`src/logic/fcm_pkg.sv`:
```
package fcm_pkg;

  // Sample clock divider on the slow internal RC.
  localparam int DIV_RATIO = 64;
  localparam int DIV_WIDTH = 6;
  localparam logic [5:0] DIV_RESET = 6'h00;
  localparam logic [5:0] DIV_HALF_LAST = 6'h1F;
  localparam logic [5:0] DIV_FULL_LAST = 6'h3F;

  // Flag position in the peripheral interrupt flag register 2.
  localparam int IRQ_FLAG_BIT = 7;
  localparam logic [6:0] IRQ_OTHER_BITS = 7'h00;

  // Clock sources selectable on the device clock multiplexer.
  typedef enum logic [1:0] {
    SRC_PRIMARY = 2'b00,
    SRC_SECONDARY = 2'b01,
    SRC_INTERNAL = 2'b10,
    SRC_INTERNAL_ALT = 2'b11
  } fcm_src_type;

  localparam fcm_src_type OSC_SELECT_RESET = SRC_PRIMARY;

  // Primary oscillator modes from the configuration fuses.
  typedef enum logic [2:0] {
    MODE_EXTERNAL_CLOCK = 3'b000,
    MODE_RC = 3'b001,
    MODE_INTERNAL_RC = 3'b010,
    MODE_LOW_POWER_CRYSTAL = 3'b011,
    MODE_STD_CRYSTAL = 3'b100,
    MODE_FAST_CRYSTAL = 3'b101,
    MODE_FAST_CRYSTAL_PLL = 3'b110,
    MODE_SPARE = 3'b111
  } fcm_mode_type;

  // Monitor control states.
  typedef enum logic [1:0] {
    ST_START = 2'b00,
    ST_RUN = 2'b01,
    ST_FAILSAFE = 2'b10,
    ST_SPARE = 2'b11
  } fcm_state_type;

  // True when the source is an external primary or secondary clock.
  function automatic logic fcm_is_external(input fcm_src_type src);
    fcm_is_external = (src == SRC_PRIMARY) || (src == SRC_SECONDARY);
  endfunction

  // True for crystal and resonator modes that need start-up timers.
  function automatic logic fcm_is_crystal(input fcm_mode_type mode);
    case (mode)
      MODE_LOW_POWER_CRYSTAL, MODE_STD_CRYSTAL, MODE_FAST_CRYSTAL,
      MODE_FAST_CRYSTAL_PLL: fcm_is_crystal = 1'b1;
      default: fcm_is_crystal = 1'b0;
    endcase
  endfunction

endpackage

```
`src/logic/fcm_monitor.sv`:
```
// Contract
// - Monitor runs only when the monitor enable fuse is set.
// - Slow internal RC runs continuously while monitoring is enabled.
// - Sample clock is the slow internal RC divided by 64.
// - Latch sets on device clock fall, clears on sample clock rise.
// - At sample clock fall a still-set latch means clock failure.
// - Failure sets the oscillator fail flag, bit 7 of flags register 2.
// - Failure switches to internal block; oscillator select register unchanged.
// - Failure clears the watchdog counter and its postscaler.
// - Only primary and secondary sources are supervised; internal failure ignored.
// - Watchdog disable never stops the slow RC while monitoring.
// - Fail-safe ends only on device reset or power-managed mode entry; the code also ends it on wake_i.
// - After reset run internal until primary ready, then switch and set status.
// - If primary never readies, stay internal with select register at reset value.
// - Power-managed entry selects the register's source and resumes monitoring.
// - Failure in power-managed mode with interrupt enabled stays on internal.
// - With interrupt disabled, an idle interrupt resumes the processor on internal.
// - Non-crystal modes start monitoring right after reset or wake.
// - Crystal modes run internal until timers expire, then monitoring resumes.
// - A primary failing to start is never flagged as a failure.
// - Selecting a secondary or internal power-managed source during start-up disables the primary.
// - Running status is one on primary clock, zero on internal block.
`timescale 1ns/100ps
module fcm_monitor
  import fcm_pkg::*;
(
  // Clock and reset.
  input wire logic core_clk_i,
  input wire logic rst_b_i,
  // Configuration.
  input wire logic monitor_enable_fuse_i,
  input wire fcm_mode_type primary_mode_i,
  input wire logic watchdog_enable_i,
  // Clock levels, sampled.
  input wire logic slow_internal_rc_i,
  input wire logic primary_clk_i,
  input wire logic secondary_clk_i,
  // Start-up and power events.
  input wire logic wake_i,
  input wire logic startup_done_i,
  input wire logic pm_enter_i,
  input wire fcm_src_type pm_src_i,
  input wire logic idle_i,
  input wire logic irq_any_i,
  // Software control.
  input wire logic osc_fail_ie_i,
  input wire logic flag_clear_i,
  // Status.
  output logic osc_fail_flag_o,
  output logic [7:0] periph_irq_flags_2_o,
  output logic fail_safe_o,
  output logic primary_running_status_o,
  output fcm_src_type osc_select_reg_o,
  output fcm_src_type clk_sel_o,
  // Control of neighbouring blocks.
  output logic slow_rc_en_o,
  output logic primary_osc_en_o,
  output logic watchdog_clear_o,
  output logic cpu_resume_o
);

  fcm_state_type state;
  fcm_state_type next_state;
  fcm_src_type clk_sel;
  fcm_src_type next_clk_sel;
  fcm_src_type osc_sel;
  fcm_src_type next_osc_sel;
  logic running;
  logic next_running;
  logic osc_fail_flag;
  logic next_flag;
  logic in_pm;
  logic next_in_pm;
  logic pri_en;
  logic next_pri_en;
  logic wdt_clr;
  logic next_wdt_clr;
  logic resume;
  logic next_resume;
  logic armed;
  logic fail_det;
  logic dev_clk;
  logic sample_rise;
  logic sample_fall;
  logic watch_latch;

  // Monitoring needs the fuse, a settled source and an external source.
  assign armed = monitor_enable_fuse_i
    && (state == ST_RUN)
    && fcm_is_external(clk_sel);
  assign dev_clk = (clk_sel == SRC_SECONDARY) ? secondary_clk_i : primary_clk_i;

  // The RC keeps running for the monitor, whatever the watchdog does.
  assign slow_rc_en_o = monitor_enable_fuse_i | watchdog_enable_i;

  fcm_sample_div u_div (
    .core_clk_i(core_clk_i),
    .rst_b_i(rst_b_i),
    .slow_internal_rc_i(slow_internal_rc_i),
    .sample_level_o(),
    .sample_rise_o(sample_rise),
    .sample_fall_o(sample_fall)
  );

  fcm_edge_watch u_watch (
    .core_clk_i(core_clk_i),
    .rst_b_i(rst_b_i),
    .dev_clk_i(dev_clk),
    .sample_rise_i(sample_rise),
    .sample_fall_i(sample_fall),
    .arm_i(armed),
    .fail_o(fail_det),
    .latch_o(watch_latch)
  );

  // Source selection state.
  always_comb begin
    next_state = state;
    next_clk_sel = clk_sel;
    next_osc_sel = osc_sel;
    next_running = running;
    next_in_pm = in_pm;
    next_pri_en = pri_en;
    next_wdt_clr = 1'b0;
    next_resume = 1'b0;
    if (wake_i) begin
      next_state = ST_START;
      next_clk_sel = SRC_INTERNAL;
      next_running = 1'b0;
      next_pri_en = 1'b1;
      next_in_pm = 1'b0;
    end else begin
      case (state)
        ST_START: begin
          if (pm_enter_i) begin
            next_state = ST_RUN;
            next_osc_sel = pm_src_i;
            next_clk_sel = pm_src_i;
            next_running = (pm_src_i == SRC_PRIMARY);
            next_pri_en = (pm_src_i == SRC_PRIMARY);
            next_in_pm = 1'b1;
          end else if (!fcm_is_crystal(primary_mode_i) || startup_done_i) begin
            next_state = ST_RUN;
            next_clk_sel = SRC_PRIMARY;
            next_running = 1'b1;
          end
        end
        ST_RUN: begin
          if (fail_det) begin
            next_state = ST_FAILSAFE;
            next_clk_sel = SRC_INTERNAL;
            next_running = 1'b0;
            next_wdt_clr = 1'b1;
          end else if (pm_enter_i) begin
            next_osc_sel = pm_src_i;
            next_clk_sel = pm_src_i;
            next_running = (pm_src_i == SRC_PRIMARY);
            next_pri_en = (pm_src_i == SRC_PRIMARY);
            next_in_pm = 1'b1;
          end
        end
        ST_FAILSAFE: begin
          if (pm_enter_i) begin
            next_state = ST_RUN;
            next_osc_sel = pm_src_i;
            next_clk_sel = pm_src_i;
            next_running = (pm_src_i == SRC_PRIMARY);
            next_pri_en = (pm_src_i == SRC_PRIMARY);
            next_in_pm = 1'b1;
          end else begin
            // Execution stays on the internal block; no automatic return.
            next_clk_sel = SRC_INTERNAL;
            next_resume = in_pm && !osc_fail_ie_i && idle_i && irq_any_i;
          end
        end
        default: begin
          next_state = ST_START;
          next_clk_sel = SRC_INTERNAL;
          next_running = 1'b0;
        end
      endcase
    end
  end

  always_ff @(posedge core_clk_i or negedge rst_b_i) begin
    if (!rst_b_i) begin
      state <= ST_START;
      clk_sel <= SRC_INTERNAL;
      osc_sel <= OSC_SELECT_RESET;
      running <= 1'b0;
      in_pm <= 1'b0;
      pri_en <= 1'b1;
      wdt_clr <= 1'b0;
      resume <= 1'b0;
    end else begin
      state <= next_state;
      clk_sel <= next_clk_sel;
      osc_sel <= next_osc_sel;
      running <= next_running;
      in_pm <= next_in_pm;
      pri_en <= next_pri_en;
      wdt_clr <= next_wdt_clr;
      resume <= next_resume;
    end
  end

  // Fail flag: a new failure wins over a clear in the same cycle.
  always_comb begin
    next_flag = fail_det | (osc_fail_flag & ~flag_clear_i);
  end

  always_ff @(posedge core_clk_i or negedge rst_b_i) begin
    if (!rst_b_i) begin
      osc_fail_flag <= 1'b0;
    end else begin
      osc_fail_flag <= next_flag;
    end
  end

  assign osc_fail_flag_o = osc_fail_flag;
  assign periph_irq_flags_2_o = {osc_fail_flag, IRQ_OTHER_BITS};
  assign fail_safe_o = (state == ST_FAILSAFE);
  assign primary_running_status_o = running;
  assign osc_select_reg_o = osc_sel;
  assign clk_sel_o = clk_sel;
  assign primary_osc_en_o = pri_en;
  assign watchdog_clear_o = wdt_clr;
  assign cpu_resume_o = resume;
endmodule

```
`src/logic/fcm_sample_div.sv`:
```
`timescale 1ns/100ps
module fcm_sample_div
  import fcm_pkg::*;
(
  // Clock and reset.
  input wire logic core_clk_i,
  input wire logic rst_b_i,
  // Slow internal RC level, sampled.
  input wire logic slow_internal_rc_i,
  // Sample clock level and edges.
  output logic sample_level_o,
  output logic sample_rise_o,
  output logic sample_fall_o
);

  logic rc_q;
  logic [5:0] cnt;
  logic rise_q;
  logic fall_q;
  logic [5:0] next_cnt;
  logic next_rise;
  logic next_fall;
  logic rc_rise;

  // The count advances on each RC rising edge and wraps every 64 edges.
  always_comb begin
    rc_rise = slow_internal_rc_i & ~rc_q;
    next_cnt = cnt;
    next_rise = 1'b0;
    next_fall = 1'b0;
    if (rc_rise) begin
      next_cnt = cnt + 6'h01;
      next_rise = (cnt == DIV_HALF_LAST);
      next_fall = (cnt == DIV_FULL_LAST);
    end
  end

  always_ff @(posedge core_clk_i or negedge rst_b_i) begin
    if (!rst_b_i) begin
      rc_q <= 1'b0;
      cnt <= DIV_RESET;
      rise_q <= 1'b0;
      fall_q <= 1'b0;
    end else begin
      rc_q <= slow_internal_rc_i;
      cnt <= next_cnt;
      rise_q <= next_rise;
      fall_q <= next_fall;
    end
  end

  assign sample_level_o = cnt[5];
  assign sample_rise_o = rise_q;
  assign sample_fall_o = fall_q;
endmodule

```
`src/logic/fcm_edge_watch.sv`:
```
`timescale 1ns/100ps
module fcm_edge_watch
  import fcm_pkg::*;
(
  // Clock and reset.
  input wire logic core_clk_i,
  input wire logic rst_b_i,
  // Monitored device clock level and sample clock edges.
  input wire logic dev_clk_i,
  input wire logic sample_rise_i,
  input wire logic sample_fall_i,
  input wire logic arm_i,
  // Failure pulse and latch state.
  output logic fail_o,
  output logic latch_o
);

  logic dev_q;
  logic edge_watch_latch;
  logic next_latch;
  logic dev_fall;

  // A device clock falling edge sets the latch; a sample rise clears it.
  always_comb begin
    dev_fall = dev_q & ~dev_clk_i;
    next_latch = edge_watch_latch;
    if (!arm_i) begin
      next_latch = 1'b0;
    end else if (dev_fall) begin
      next_latch = 1'b1;
    end else if (sample_rise_i) begin
      next_latch = 1'b0;
    end
  end

  always_ff @(posedge core_clk_i or negedge rst_b_i) begin
    if (!rst_b_i) begin
      dev_q <= 1'b0;
      edge_watch_latch <= 1'b0;
    end else begin
      dev_q <= dev_clk_i;
      edge_watch_latch <= next_latch;
    end
  end

  // The latch still set at a sample fall, set by a device clock fall after the sample rise, signals failure.
  assign fail_o = arm_i & sample_fall_i & edge_watch_latch;
  assign latch_o = edge_watch_latch;
endmodule

```
`config.mk`:
```
export PLATFORM = sky130hd
export DESIGN_NAME = fcm_monitor
export DESIGN_NICKNAME = d
export VERILOG_FILES = /design/src/logic/fcm_pkg.sv /design/src/logic/fcm_monitor.sv /design/src/logic/fcm_sample_div.sv /design/src/logic/fcm_edge_watch.sv
export SDC_FILE = /design/constraint.sdc
export NUM_CORES = 1
export LEC_CHECK = 0
export ABC_AREA = 0
export BUFFER_PORTS_ARGS = -buffer_cell sky130_fd_sc_hd__buf_2
export CORE_AREA = 10 10 62 64
export CTS_BUF_LIST = sky130_fd_sc_hd__clkbuf_8 sky130_fd_sc_hd__clkbuf_16
export DETAILED_ROUTE_END_ITERATION = 8
export DIE_AREA = 0 0 72 74
export PLACE_DENSITY = 0.79
export SYNTH_ARGS = -nofsm -noshare
export SYNTH_HDL_FRONTEND = slang
export SYNTH_SLANG_ARGS = --single-unit
```
`constraint.sdc`:
```
create_clock -name core_clk_i -period 1.7 [get_ports core_clk_i]
set_clock_uncertainty 0.05 [all_clocks]
set_input_delay 0.17 -clock core_clk_i [delete_from_list [all_inputs] [get_ports core_clk_i]]
set_output_delay 0.17 -clock core_clk_i [all_outputs]
set_load 0.005 [all_outputs]
```
==> Word level (Yosys, flattened, before mapping) <==
Index checks and enable logic that the tools add are counted.
{ "totals": {"reg_bits": 23, "input_bits": 19, "elab_cells": 109} }
{ "op_classes": {"addsub": 1, "eq_ne": 16, "mux": 46, "n_bitwise": 11, "n_reduce_logical": 20} }
{ "ops": {"columns": ["cell", "count"], "rows": [
  ["two-way mux 1 bit", 27],
  ["two-way mux 2 bit", 13],
  ["!= test 3 bit, second input constant", 4],
  ["one-hot mux 2 bit (3 select lines)", 2],
  ["== test 3 bit, second input constant", 3],
  ["!= test 4 bit, second input constant", 2],
  ["adder 6 x 1 -> 6 bit, second input constant", 1],
  ["== test 6 x 5 -> 1 bit, second input constant", 1],
  ["== test 6 bit, second input constant", 1],
  ["zero test 2 bit", 3],
  ["AND reduction 3 bit", 2],
  ["bitwise AND 1 bit", 5],
  ["logical AND 1 bit", 5],
  ["== test 2 x 1 -> 1 bit, second input constant", 2],
  ["inverter 1 bit", 4],
  ["one-hot mux 1 bit (2 select lines)", 2],
  ["one-hot mux 2 bit (2 select lines)", 1],
  ["AND reduction 2 bit", 2],
  ["OR reduction 4 bit", 1],
  ["== test 3 x 2 -> 1 bit, second input constant", 1],
  ["one-hot mux 1 bit (3 select lines)", 1],
  ["nonzero test 3 bit", 1],
  ["== test 2 bit, second input constant", 1],
  ["zero test 1 bit", 2],
  ["other kinds (5)", 7]
]} }

==> Longest topological paths before layout <==
Gate-level depths: netlist of run 1.
{ "logic_depth": {"depth_word": 12, "ltp_mapped": 5, "depth_no_buf": 4} }

==> Cells and area by module <==
Synthesis of run 1 repeated with hierarchy kept, for this count alone.
{ "unflattened": {"cells_unflattened": 102, "hier_area_um2": 1144.8} }
{ "modules_own_cells": {"columns": ["module", "instances", "cells_each", "area_per_inst_um2", "seq_area_each_um2"], "rows": [
  ["fcm_monitor", 1, 69, 709.4, 302.8],
  ["fcm_sample_div", 1, 27, 355.3, 225.2],
  ["fcm_edge_watch", 1, 6, 80.1, 50.0]
]} }

==> Worst setup path after synthesis of run 1 <==
OpenSTA, ideal clock, no wires.
{ "synth_path": {"path_type": "reg2reg", "start": "register state[1]", "end": "register clk_sel[1], in the netlist clk_sel_o[1]", "arrival_time_ns": 1.475, "setup_slack_ns": 0.091, "stages_incl_launch_ff": 5, "path_buffers": 1, "cell_sequence": "dfrtp_1 -> buf_2 -> or4_1 -> a2bb2o_2 -> mux2_1"} }
{ "synth_between": {"elab_chain_len": 8} }
{ "synth_lines": {"columns": ["element", "line", "rtl"], "rows": [
  ["start: declaration", "fcm_monitor.sv:62", "fcm_state_type state;"],
  ["start signal: assignment", "fcm_monitor.sv:196", "state <= next_state;"],
  ["== test 2 x 1 -> 1 bit", "fcm_monitor.sv:89, fcm_monitor.sv:133", null],
  ["logical AND 1 bit", "fcm_monitor.sv:89", "&& (state == ST_RUN)"],
  ["logical AND 1 bit", "fcm_monitor.sv:90", "&& fcm_is_external(clk_sel);"],
  ["bitwise AND 1 bit (2 in series)", "fcm_edge_watch.sv:47", "assign fail_o = arm_i & sample_fall_i & edge_watch_latch;"],
  ["two-way mux 2 bit", "fcm_monitor.sv:149", "if (fail_det) begin"],
  ["one-hot mux 2 bit (3 select lines)", "fcm_monitor.sv:133", "case (state)"],
  ["two-way mux 2 bit", "fcm_monitor.sv:126", "if (wake_i) begin"],
  ["end signal: assignment", "fcm_monitor.sv:197", "clk_sel <= next_clk_sel;"],
  ["end: declaration", "fcm_monitor.sv:64", "fcm_src_type clk_sel;"]
]} }
Several ways; a longest one is shown, not always the timed one.
A chain may end at the register's enable or synchronous reset.

==> Worst setup path after layout of run 1 <==
{ "layout_path": {"start": "register clk_sel[1], in the netlist clk_sel_o[1]", "end": "register clk_sel[1], in the netlist clk_sel_o[1]"} }
{ "layout_between": {"elab_chain_len": 8} }
{ "layout_lines": {"columns": ["element", "line", "rtl"], "rows": [
  ["== test 2 x 1 -> 1 bit or zero test 2 bit (tied branches)", "fcm_pkg.sv:46", "fcm_is_external = (src == SRC_PRIMARY) || (src == SRC_SECONDARY);"],
  ["logical OR 1 bit *", "fcm_pkg.sv:46", null],
  ["logical AND 1 bit *", "fcm_monitor.sv:90", null],
  ["bitwise AND 1 bit * (2 in series)", "fcm_edge_watch.sv:47", null],
  ["two-way mux 2 bit", "fcm_monitor.sv:149", null],
  ["one-hot mux 2 bit (3 select lines)", "fcm_monitor.sv:133", null],
  ["two-way mux 2 bit", "fcm_monitor.sv:126", null]
]} }
Mark *: on every way between the ends. The rest lies on a longest branch, timed or not.

==> results of run 1 <==
[power by group through the flow]
stage | sequential, mW | combinational, mW | clock (mW)
finish | 0.706 | 0.225 | 0.343
global route | 0.721 | 0.263 | 0.378
CTS | 0.709 | 0.221 | 0.356
detailed placement | 0.718 | 0.217 | 0
global placement | 0.715 | 0.202 | 0
floorplan | 0.710 | 0.142 | 0
[routing by layer]
layer / vias to the layer above / global-route usage (%)
met1: 408 / 9.61
met3: 2 / 5.05
met2: 30 / 15.1
met5: - / 0
met4: 0 / 1.29
li1: 404 / -
[cell usage after synthesis]
| master | instances |
|---|---|
| dfrtp_1 | 21 |
| buf_4 | 8 |
| nor2_1 | 7 |
| nor2b_1 | 6 |
| mux2_2 | 5 |
| a21oi_1 | 3 |
| inv_1 | 3 |
| nand2_1 | 3 |
| nand3b_1 | 3 |
| o21ai_0 | 3 |
| xor2_1 | 3 |
| and4_1 | 2 |
| clkbuf_1 | 2 |
| dfstp_2 | 2 |
| nand2b_1 | 2 |
| xnor2_1 | 2 |
| a21boi_0 | 1 |
| a2bb2o_2 | 1 |
| a311o_1 | 1 |
| a32o_1 | 1 |
| and2_1 | 1 |
| and3_1 | 1 |
| and4b_1 | 1 |
| buf_2 | 1 |
| conb_1 | 1 |
| ha_1 | 1 |
| mux2_1 | 1 |
| mux2i_1 | 1 |
| nand3_1 | 1 |
| nand4b_1 | 1 |
| nor4_1 | 1 |
| nor4b_1 | 1 |
| nor4bb_1 | 1 |
| o21ai_2 | 1 |
| o22ai_1 | 1 |
| o31a_1 | 1 |
| o32ai_1 | 1 |
| or2_2 | 1 |
| or4_1 | 1 |
[final timing paths]
kind                                     startpoint                               to  slack (ns)  depth (start not counted)
setup / recovery           clk_sel_o[1]$_DFFE_PN1P_         clk_sel_o[1]$_DFFE_PN1P_        0.09                          4
hold / removal                         flag_clear_i        osc_fail_flag_o$_DFF_PN0_        0.04                          2
min in group asynchronous                   rst_b_i  osc_select_reg_o[0]$_DFFE_PN0P_        0.35                          2
hold reg to reg            u_div.cnt[5]$_DFFE_PN0P_    u_div.sample_rise_o$_DFF_PN0_        0.42                          1
setup reg to reg           clk_sel_o[1]$_DFFE_PN1P_         clk_sel_o[1]$_DFFE_PN1P_        0.09                          4
max in group asynchronous                   rst_b_i         clk_sel_o[1]$_DFFE_PN1P_        0.90                          2
[final cells by class]
type                       count  area (sq um)
inverter                       3          11.3
sequential                    23           578
clock inverter                 1          7.51
timing repair buffer          39           223
tap                           31          38.8
clock buffer                   3          41.3
fill                         236          1290
multi-input combinational     67           473
[registers in the layout, indices dropped and copies added, names as in the netlist]
register / flops
u_div.sample_rise_o: 1
u_div.cnt: 6
u_div.sample_fall_o: 1
primary_osc_en_o: 1
u_watch.latch_o: 1
watchdog_clear_o: 1
osc_select_reg_o: 2
state: 2
osc_fail_flag_o: 1
cpu_resume_o: 1
u_watch.dev_q: 1
in_pm: 1
u_div.rc_q: 1
primary_running_status_o: 1
clk_sel_o: 2
[worst max-delay path: cells and delay by family (launching register included)]
family          cells  cell delay [ns]
flops               1             0.54
simple gates        2             0.41
mux                 1             0.33
compound gates      1             0.21
[cell families after synthesis]
logic type	share of synthesized area (%)
flops	52.4
compound gates	9.18
xor+xnor	3.97
simple gates	18.4
fa+ha+maj	1.13
mux	7.03
buf+inv	7.60
other cells	0.340
[repair_timing]
item                       CTS  global route
gates resized for setup      0             2
setup endpoints to repair    0             4
setup buffers                0             4
hold endpoints to repair    22             0
hold buffers                 2             0
[metrics by stage]
step | worst slack (ns) | utilization (%)
after floorplan | 0.0905 | -
after global placement | 0.138 | 47.5
after detailed placement | 0.0833 | 47.5
after CTS | 0.0609 | 50.1
after global routing | 0.0165 | 51.6
final | 0.0941 | 51.6
==> results.py, run 1 <==
metrics = {
    "yosys": {
        "yosys.area.top_type_share_pct": 47.6,
        "synth_area_per_cell_sq_um": 11.3,
        "synth.area.top_cells": "dfrtp_1 48%, buf_4 5.4%, mux2_2 5.1%, dfstp_2 4.8%, nor2b_1 3.4%",
        "syn_inst": 98,
        "ys_types": 39,
        "ys_ff_latch": 23,
        "synth_seq_area_share_pct": 52.4,
        "synth_warnings": 0,
        "syn_area_sq_mm": 0.00110,
        "synth_top_area_cell": "dfrtp_1",
    },
    "floorplan": {
        "std_cell_rows": 19,
        "die_area_sq_mm": 0.00533,
        "dieWidth_um": 72,
        "dieHeight_um": 74,
        "coreArea_sq_mm": 0.00266,
        "start_util_pct": 41.4,
        "io_pins": 38,
    },
    "cells_and_area": {
        "layout_commonest_cell": "buf_2",
        "finalNonFillerCells": 167,
        "fin_area_sq_mm": 0.00137,
        "areaGrowthSynthToFinish_pct": 24.4,
        "drive_gt1_share_pct": 38.2,
        "diodes": 0,
        "layout_common_cells": "30 x buf_2, 21 x dfrtp_1, 7 x nor2_1, 7 x conb_1, 7 x buf_4",
        "fin_nets": 157,
    },
    "cts": {
        "cts_tree": "done",
        "numCtsBuffers": 3,
        "path_clk_slew_ns": 0.08,
        "cts.sinks": 23,
        "clock_latency_ns": 0.26,
        "cts_root_buffer": "clkbuf_8",
        "htreeDepth": 1,
        "clock_path_buffers": 2,
    },
    "detailed_routing": {
        "routed.top_layer": "met4",
        "antenna_left": 0,
        "vias": 844,
        "wire_per_inst_um": 13.9,
        "drt-met1-wl_um": 957,
        "drc_errors": 0,
        "wl_met3_um": 241,
        "via_per_inst": 5.05,
        "firstDrtPassIters": 3,
        "wl_met2_mm": 1.11,
        "drt-total-wl_mm": 2.31,
        "drtIter0Drc": 54,
    },
    "placed_design": {
        "place_area_sq_mm": 0.00126,
        "dp.final_hpwl_mm": 1.81,
        "port-buffer-count": 30,
        "place_congestion": 0.761,
        "placed_cells": 157,
    },
    "setup_path": {
        "crit_type": "flop to flop",
        "slowest_delay_ns": 0.54,
        "crit_path_max_fanout": 4,
        "crit_path_end_kind": "flop",
        "worst_path_max_delay_cell": "dfstp_2",
        "required_ns": 1.84,
        "path_cells": "and4b_2 > nor4_1 > a2bb2o_2 > mux2_1",
        "critPathLaunchType": "flop",
        "worstPathArrival_ns": 1.75,
    },
    "sta": {
        "min_period_ns": 1.61,
        "finalHoldViolations": 0,
        "tns_ns": 0,
        "fmax_mhz": 623,
        "finalSetupViolations": 0,
        "maxSlewViolCount": 0,
        "rsz0062_at_grt": "no",
        "finalCritPeriodShare_pct": 94.5,
        "fin_hold_ws_ns": 0.0397,
    },
    "pwr": {
        "clkPwrFrac_pct": 26.9,
        "total_power_mw": 1.27,
        "swShare_pct": 27.0,
        "comb_power_share_pct": 17.6,
        "power.internal_mw": 0.930,
        "seq_power_share_pct": 55.5,
        "leakagePower_nw": 0.670,
        "p_per_area_mw_per_mm2": 928,
        "power.switching_mw": 0.344,
        "ir_drop_uv": 636,
    },
    "global_route": {
        "grt_max_degree": 24,
        "grt_usage_pct": 8.85,
        "antenna_found_initial": 0,
        "grt_pass1_vias": 874,
        "grt_overflow": 0,
        "grt_pass1_wl_mm": 3.91,
    },
    "job": {
        "drv_cap": 0,
    },
    "outcome": {
        "status": "finished, final reports clean",
    },
    "min_path": {
        "holdCritPathClass": "input pin to flop",
    },
}
(Power assumes the default switching activity.)
==> inputs of run 2 (changes only) <==
Settings changed: PLACE_DENSITY 0.79 to 0.71.
==> run 2 against run 1 <==
Wire length up 2.5%. Worst hold slack worse by 0.019 ns. Total power up 0.83%. Cell area down 1.7%. Register-to-register slack about the same. Die area unchanged. Combinational power down 2%. Via count unchanged. Maximum frequency up 0.69%. First-iteration DRC count down 31%. Critical path depth unchanged. Critical path type unchanged. Largest cell class unchanged. Highest routed layer unchanged.
==> results.py, run 2 (synthesis gave the netlist of run 1 again) <==
metrics = {
    "outcome": {
        "status": "finished, final reports clean",
    },
    "sta": {
        "tns_ns": 0,
        "finalHoldViolations": 0,
        "tightest_slew_ns": 0.504,
        "min_period_ns": 1.59,
        "fmax_mhz": 627,
        "maxSlewViolCount": 0,
        "rsz0062_at_grt": "no",
        "finalSetupViolations": 0,
        "finalCritPeriodShare_pct": 93.8,
        "worst_slack_ns": 0.105,
        "slew_headroom_pct": 66.4,
    },
    "cells_and_area": {
        "utilization_pct": 50.7,
        "drive_gt1_share_pct": 36.1,
        "diodes": 0,
        "layout_commonest_cell": "buf_2",
        "largest-register": "u_div.cnt",
        "areaGrowthSynthToFinish_pct": 22.2,
        "largest_reg_flops": 6,
        "fin_nets": 154,
        "layout_common_cells": "30 x buf_2, 21 x dfrtp_1, 7 x nor2_1, 7 x conb_1, 6 x nor2b_1",
    },
    "cts": {
        "path_clk_slew_ns": 0.09,
        "clock_latency_ns": 0.27,
        "cts_tree": "done",
        "cts_root_buffer": "clkbuf_8",
        "numCtsBuffers": 3,
        "htreeDepth": 1,
        "clock_path_buffers": 2,
        "cts.sinks": 23,
    },
    "setup_path": {
        "crit_path_max_fanout": 4,
        "r2r-start": "clk_sel_o[1]$_DFFE_PN1P_",
        "crit_type": "flop to flop",
        "worstPathArrival_ns": 1.75,
        "crit_path_end_kind": "flop",
        "timing.rr.end": "clk_sel_o[1]$_DFFE_PN1P_",
        "cp-startpoint": "clk_sel_o[1]$_DFFE_PN1P_",
        "r2r_cells": 4,
        "required_ns": 1.86,
        "r2r_slack_ns": 0.11,
        "critPathLaunchType": "flop",
    },
    "detailed_routing": {
        "wl_met2_mm": 1.09,
        "drtIter0Drc": 37,
        "firstDrtPassIters": 4,
        "routed.top_layer": "met4",
        "wl_met3_um": 315,
        "antenna_left": 0,
        "drc_errors": 0,
        "drt-total-wl_mm": 2.37,
        "vias": 844,
        "drt-met1-wl_um": 934,
        "wire_per_inst_um": 14.5,
        "via_per_inst": 5.15,
    },
    "global_route": {
        "grt_pass1_vias": 874,
        "antenna_found_initial": 0,
        "grt_pass1_wl_mm": 3.94,
        "grt_max_degree": 24,
        "grt_overflow": 0,
        "grt_usage_pct": 9.21,
    },
    "min_path": {
        "hold_end": "osc_fail_flag_o$_DFF_PN0_",
        "holdCritPathClass": "input pin to flop",
        "whs_path_depth": 2,
        "hp-start": "flag_clear_i",
    },
    "floorplan": {
        "dieWidth_um": 72,
        "dieHeight_um": 74,
        "std_cell_rows": 19,
        "io_pins": 38,
        "start_util_pct": 41.4,
        "die_area_sq_mm": 0.00533,
        "coreArea_sq_mm": 0.00266,
    },
    "pwr": {
        "ir_drop_uv": 822,
        "p_per_area_mw_per_mm2": 952,
        "leakagePower_nw": 0.658,
    },
    "placed_design": {
        "dp.final_hpwl_mm": 1.85,
        "port-buffer-count": 30,
        "place_congestion": 0.836,
        "dpl_worst_slack_ns": 0.102,
    },
    "job": {
        "drv_cap": 0,
    },
}
-- run 2: how the worst max path moves through the flow --
stage / end / slack [ns]
finish: clk_sel_o[1]$_DFFE_PN1P_ / 0.11
global route: osc_select_reg_o[0]$_DFFE_PN0P_ / 0.03
CTS: osc_select_reg_o[0]$_DFFE_PN0P_ / 0.08
detailed placement: osc_select_reg_o[0]$_DFFE_PN0P_ / 0.10
global placement: clk_sel_o[1]$_DFFE_PN1P_ / 0.17
floorplan: clk_sel_o[1]$_DFFE_PN1P_ / 0.09
-- run 2: stage by stage --
step | power (mW) | instances | cell area, sq um | hold slack [ns]
final | 1.28 | 164 | 1350 | 0.0204
after global routing | 1.37 | 164 | 1350 | 0.0112
after CTS | 1.30 | 164 | 1340 | 0.0217
after detailed placement | 0.936 | 158 | 1270 | 0.121
after global placement | 0.920 | 158 | 1270 | 0.115
after floorplan | 0.852 | 104 | 1130 | -0.176
-- run 2: routing by layer --
layer  track usage, %  vias up
met1             8.90      408
met3             5.85        5
li1                 -      400
met5                0        -
met4             3.87        0
met2             15.5       31
-- run 2: power by group --
group	switching, mW	internal (mW)	leakage, nW	total, mW
combinational	0.0989	0.121	0.346	0.220
clock	0.189	0.166	0.0217	0.355
sequential	0.0694	0.640	0.290	0.709
total	0.357	0.927	0.658	1.28
-- run 2: repair_timing --
item | 4_1_cts | 5_1_grt
hold buffers | 2 | 0
hold endpoints to repair | 22 | 0
setup buffers | 0 | 0
endpoints found under the setup margin | 0 | 2
gates resized for setup | 0 | 1
-- run 2: cell type report --
type | count | area (sq um)
Tap cell | 31 | 38.8
Multi-Input combinational cell | 67 | 472
Clock inverter | 1 | 7.51
Sequential cell | 23 | 578
Clock buffer | 3 | 41.3
Timing Repair Buffer | 36 | 200
Fill cell | 245 | 1310
Inverter | 3 | 11.3
-- run 2: critical path, stage by stage, from the launching register on --
cell and delay [ns]:
dfstp_2 0.54, and4b_1 0.25, nor4_1 0.17, a2bb2o_2 0.21, mux2_1 0.32
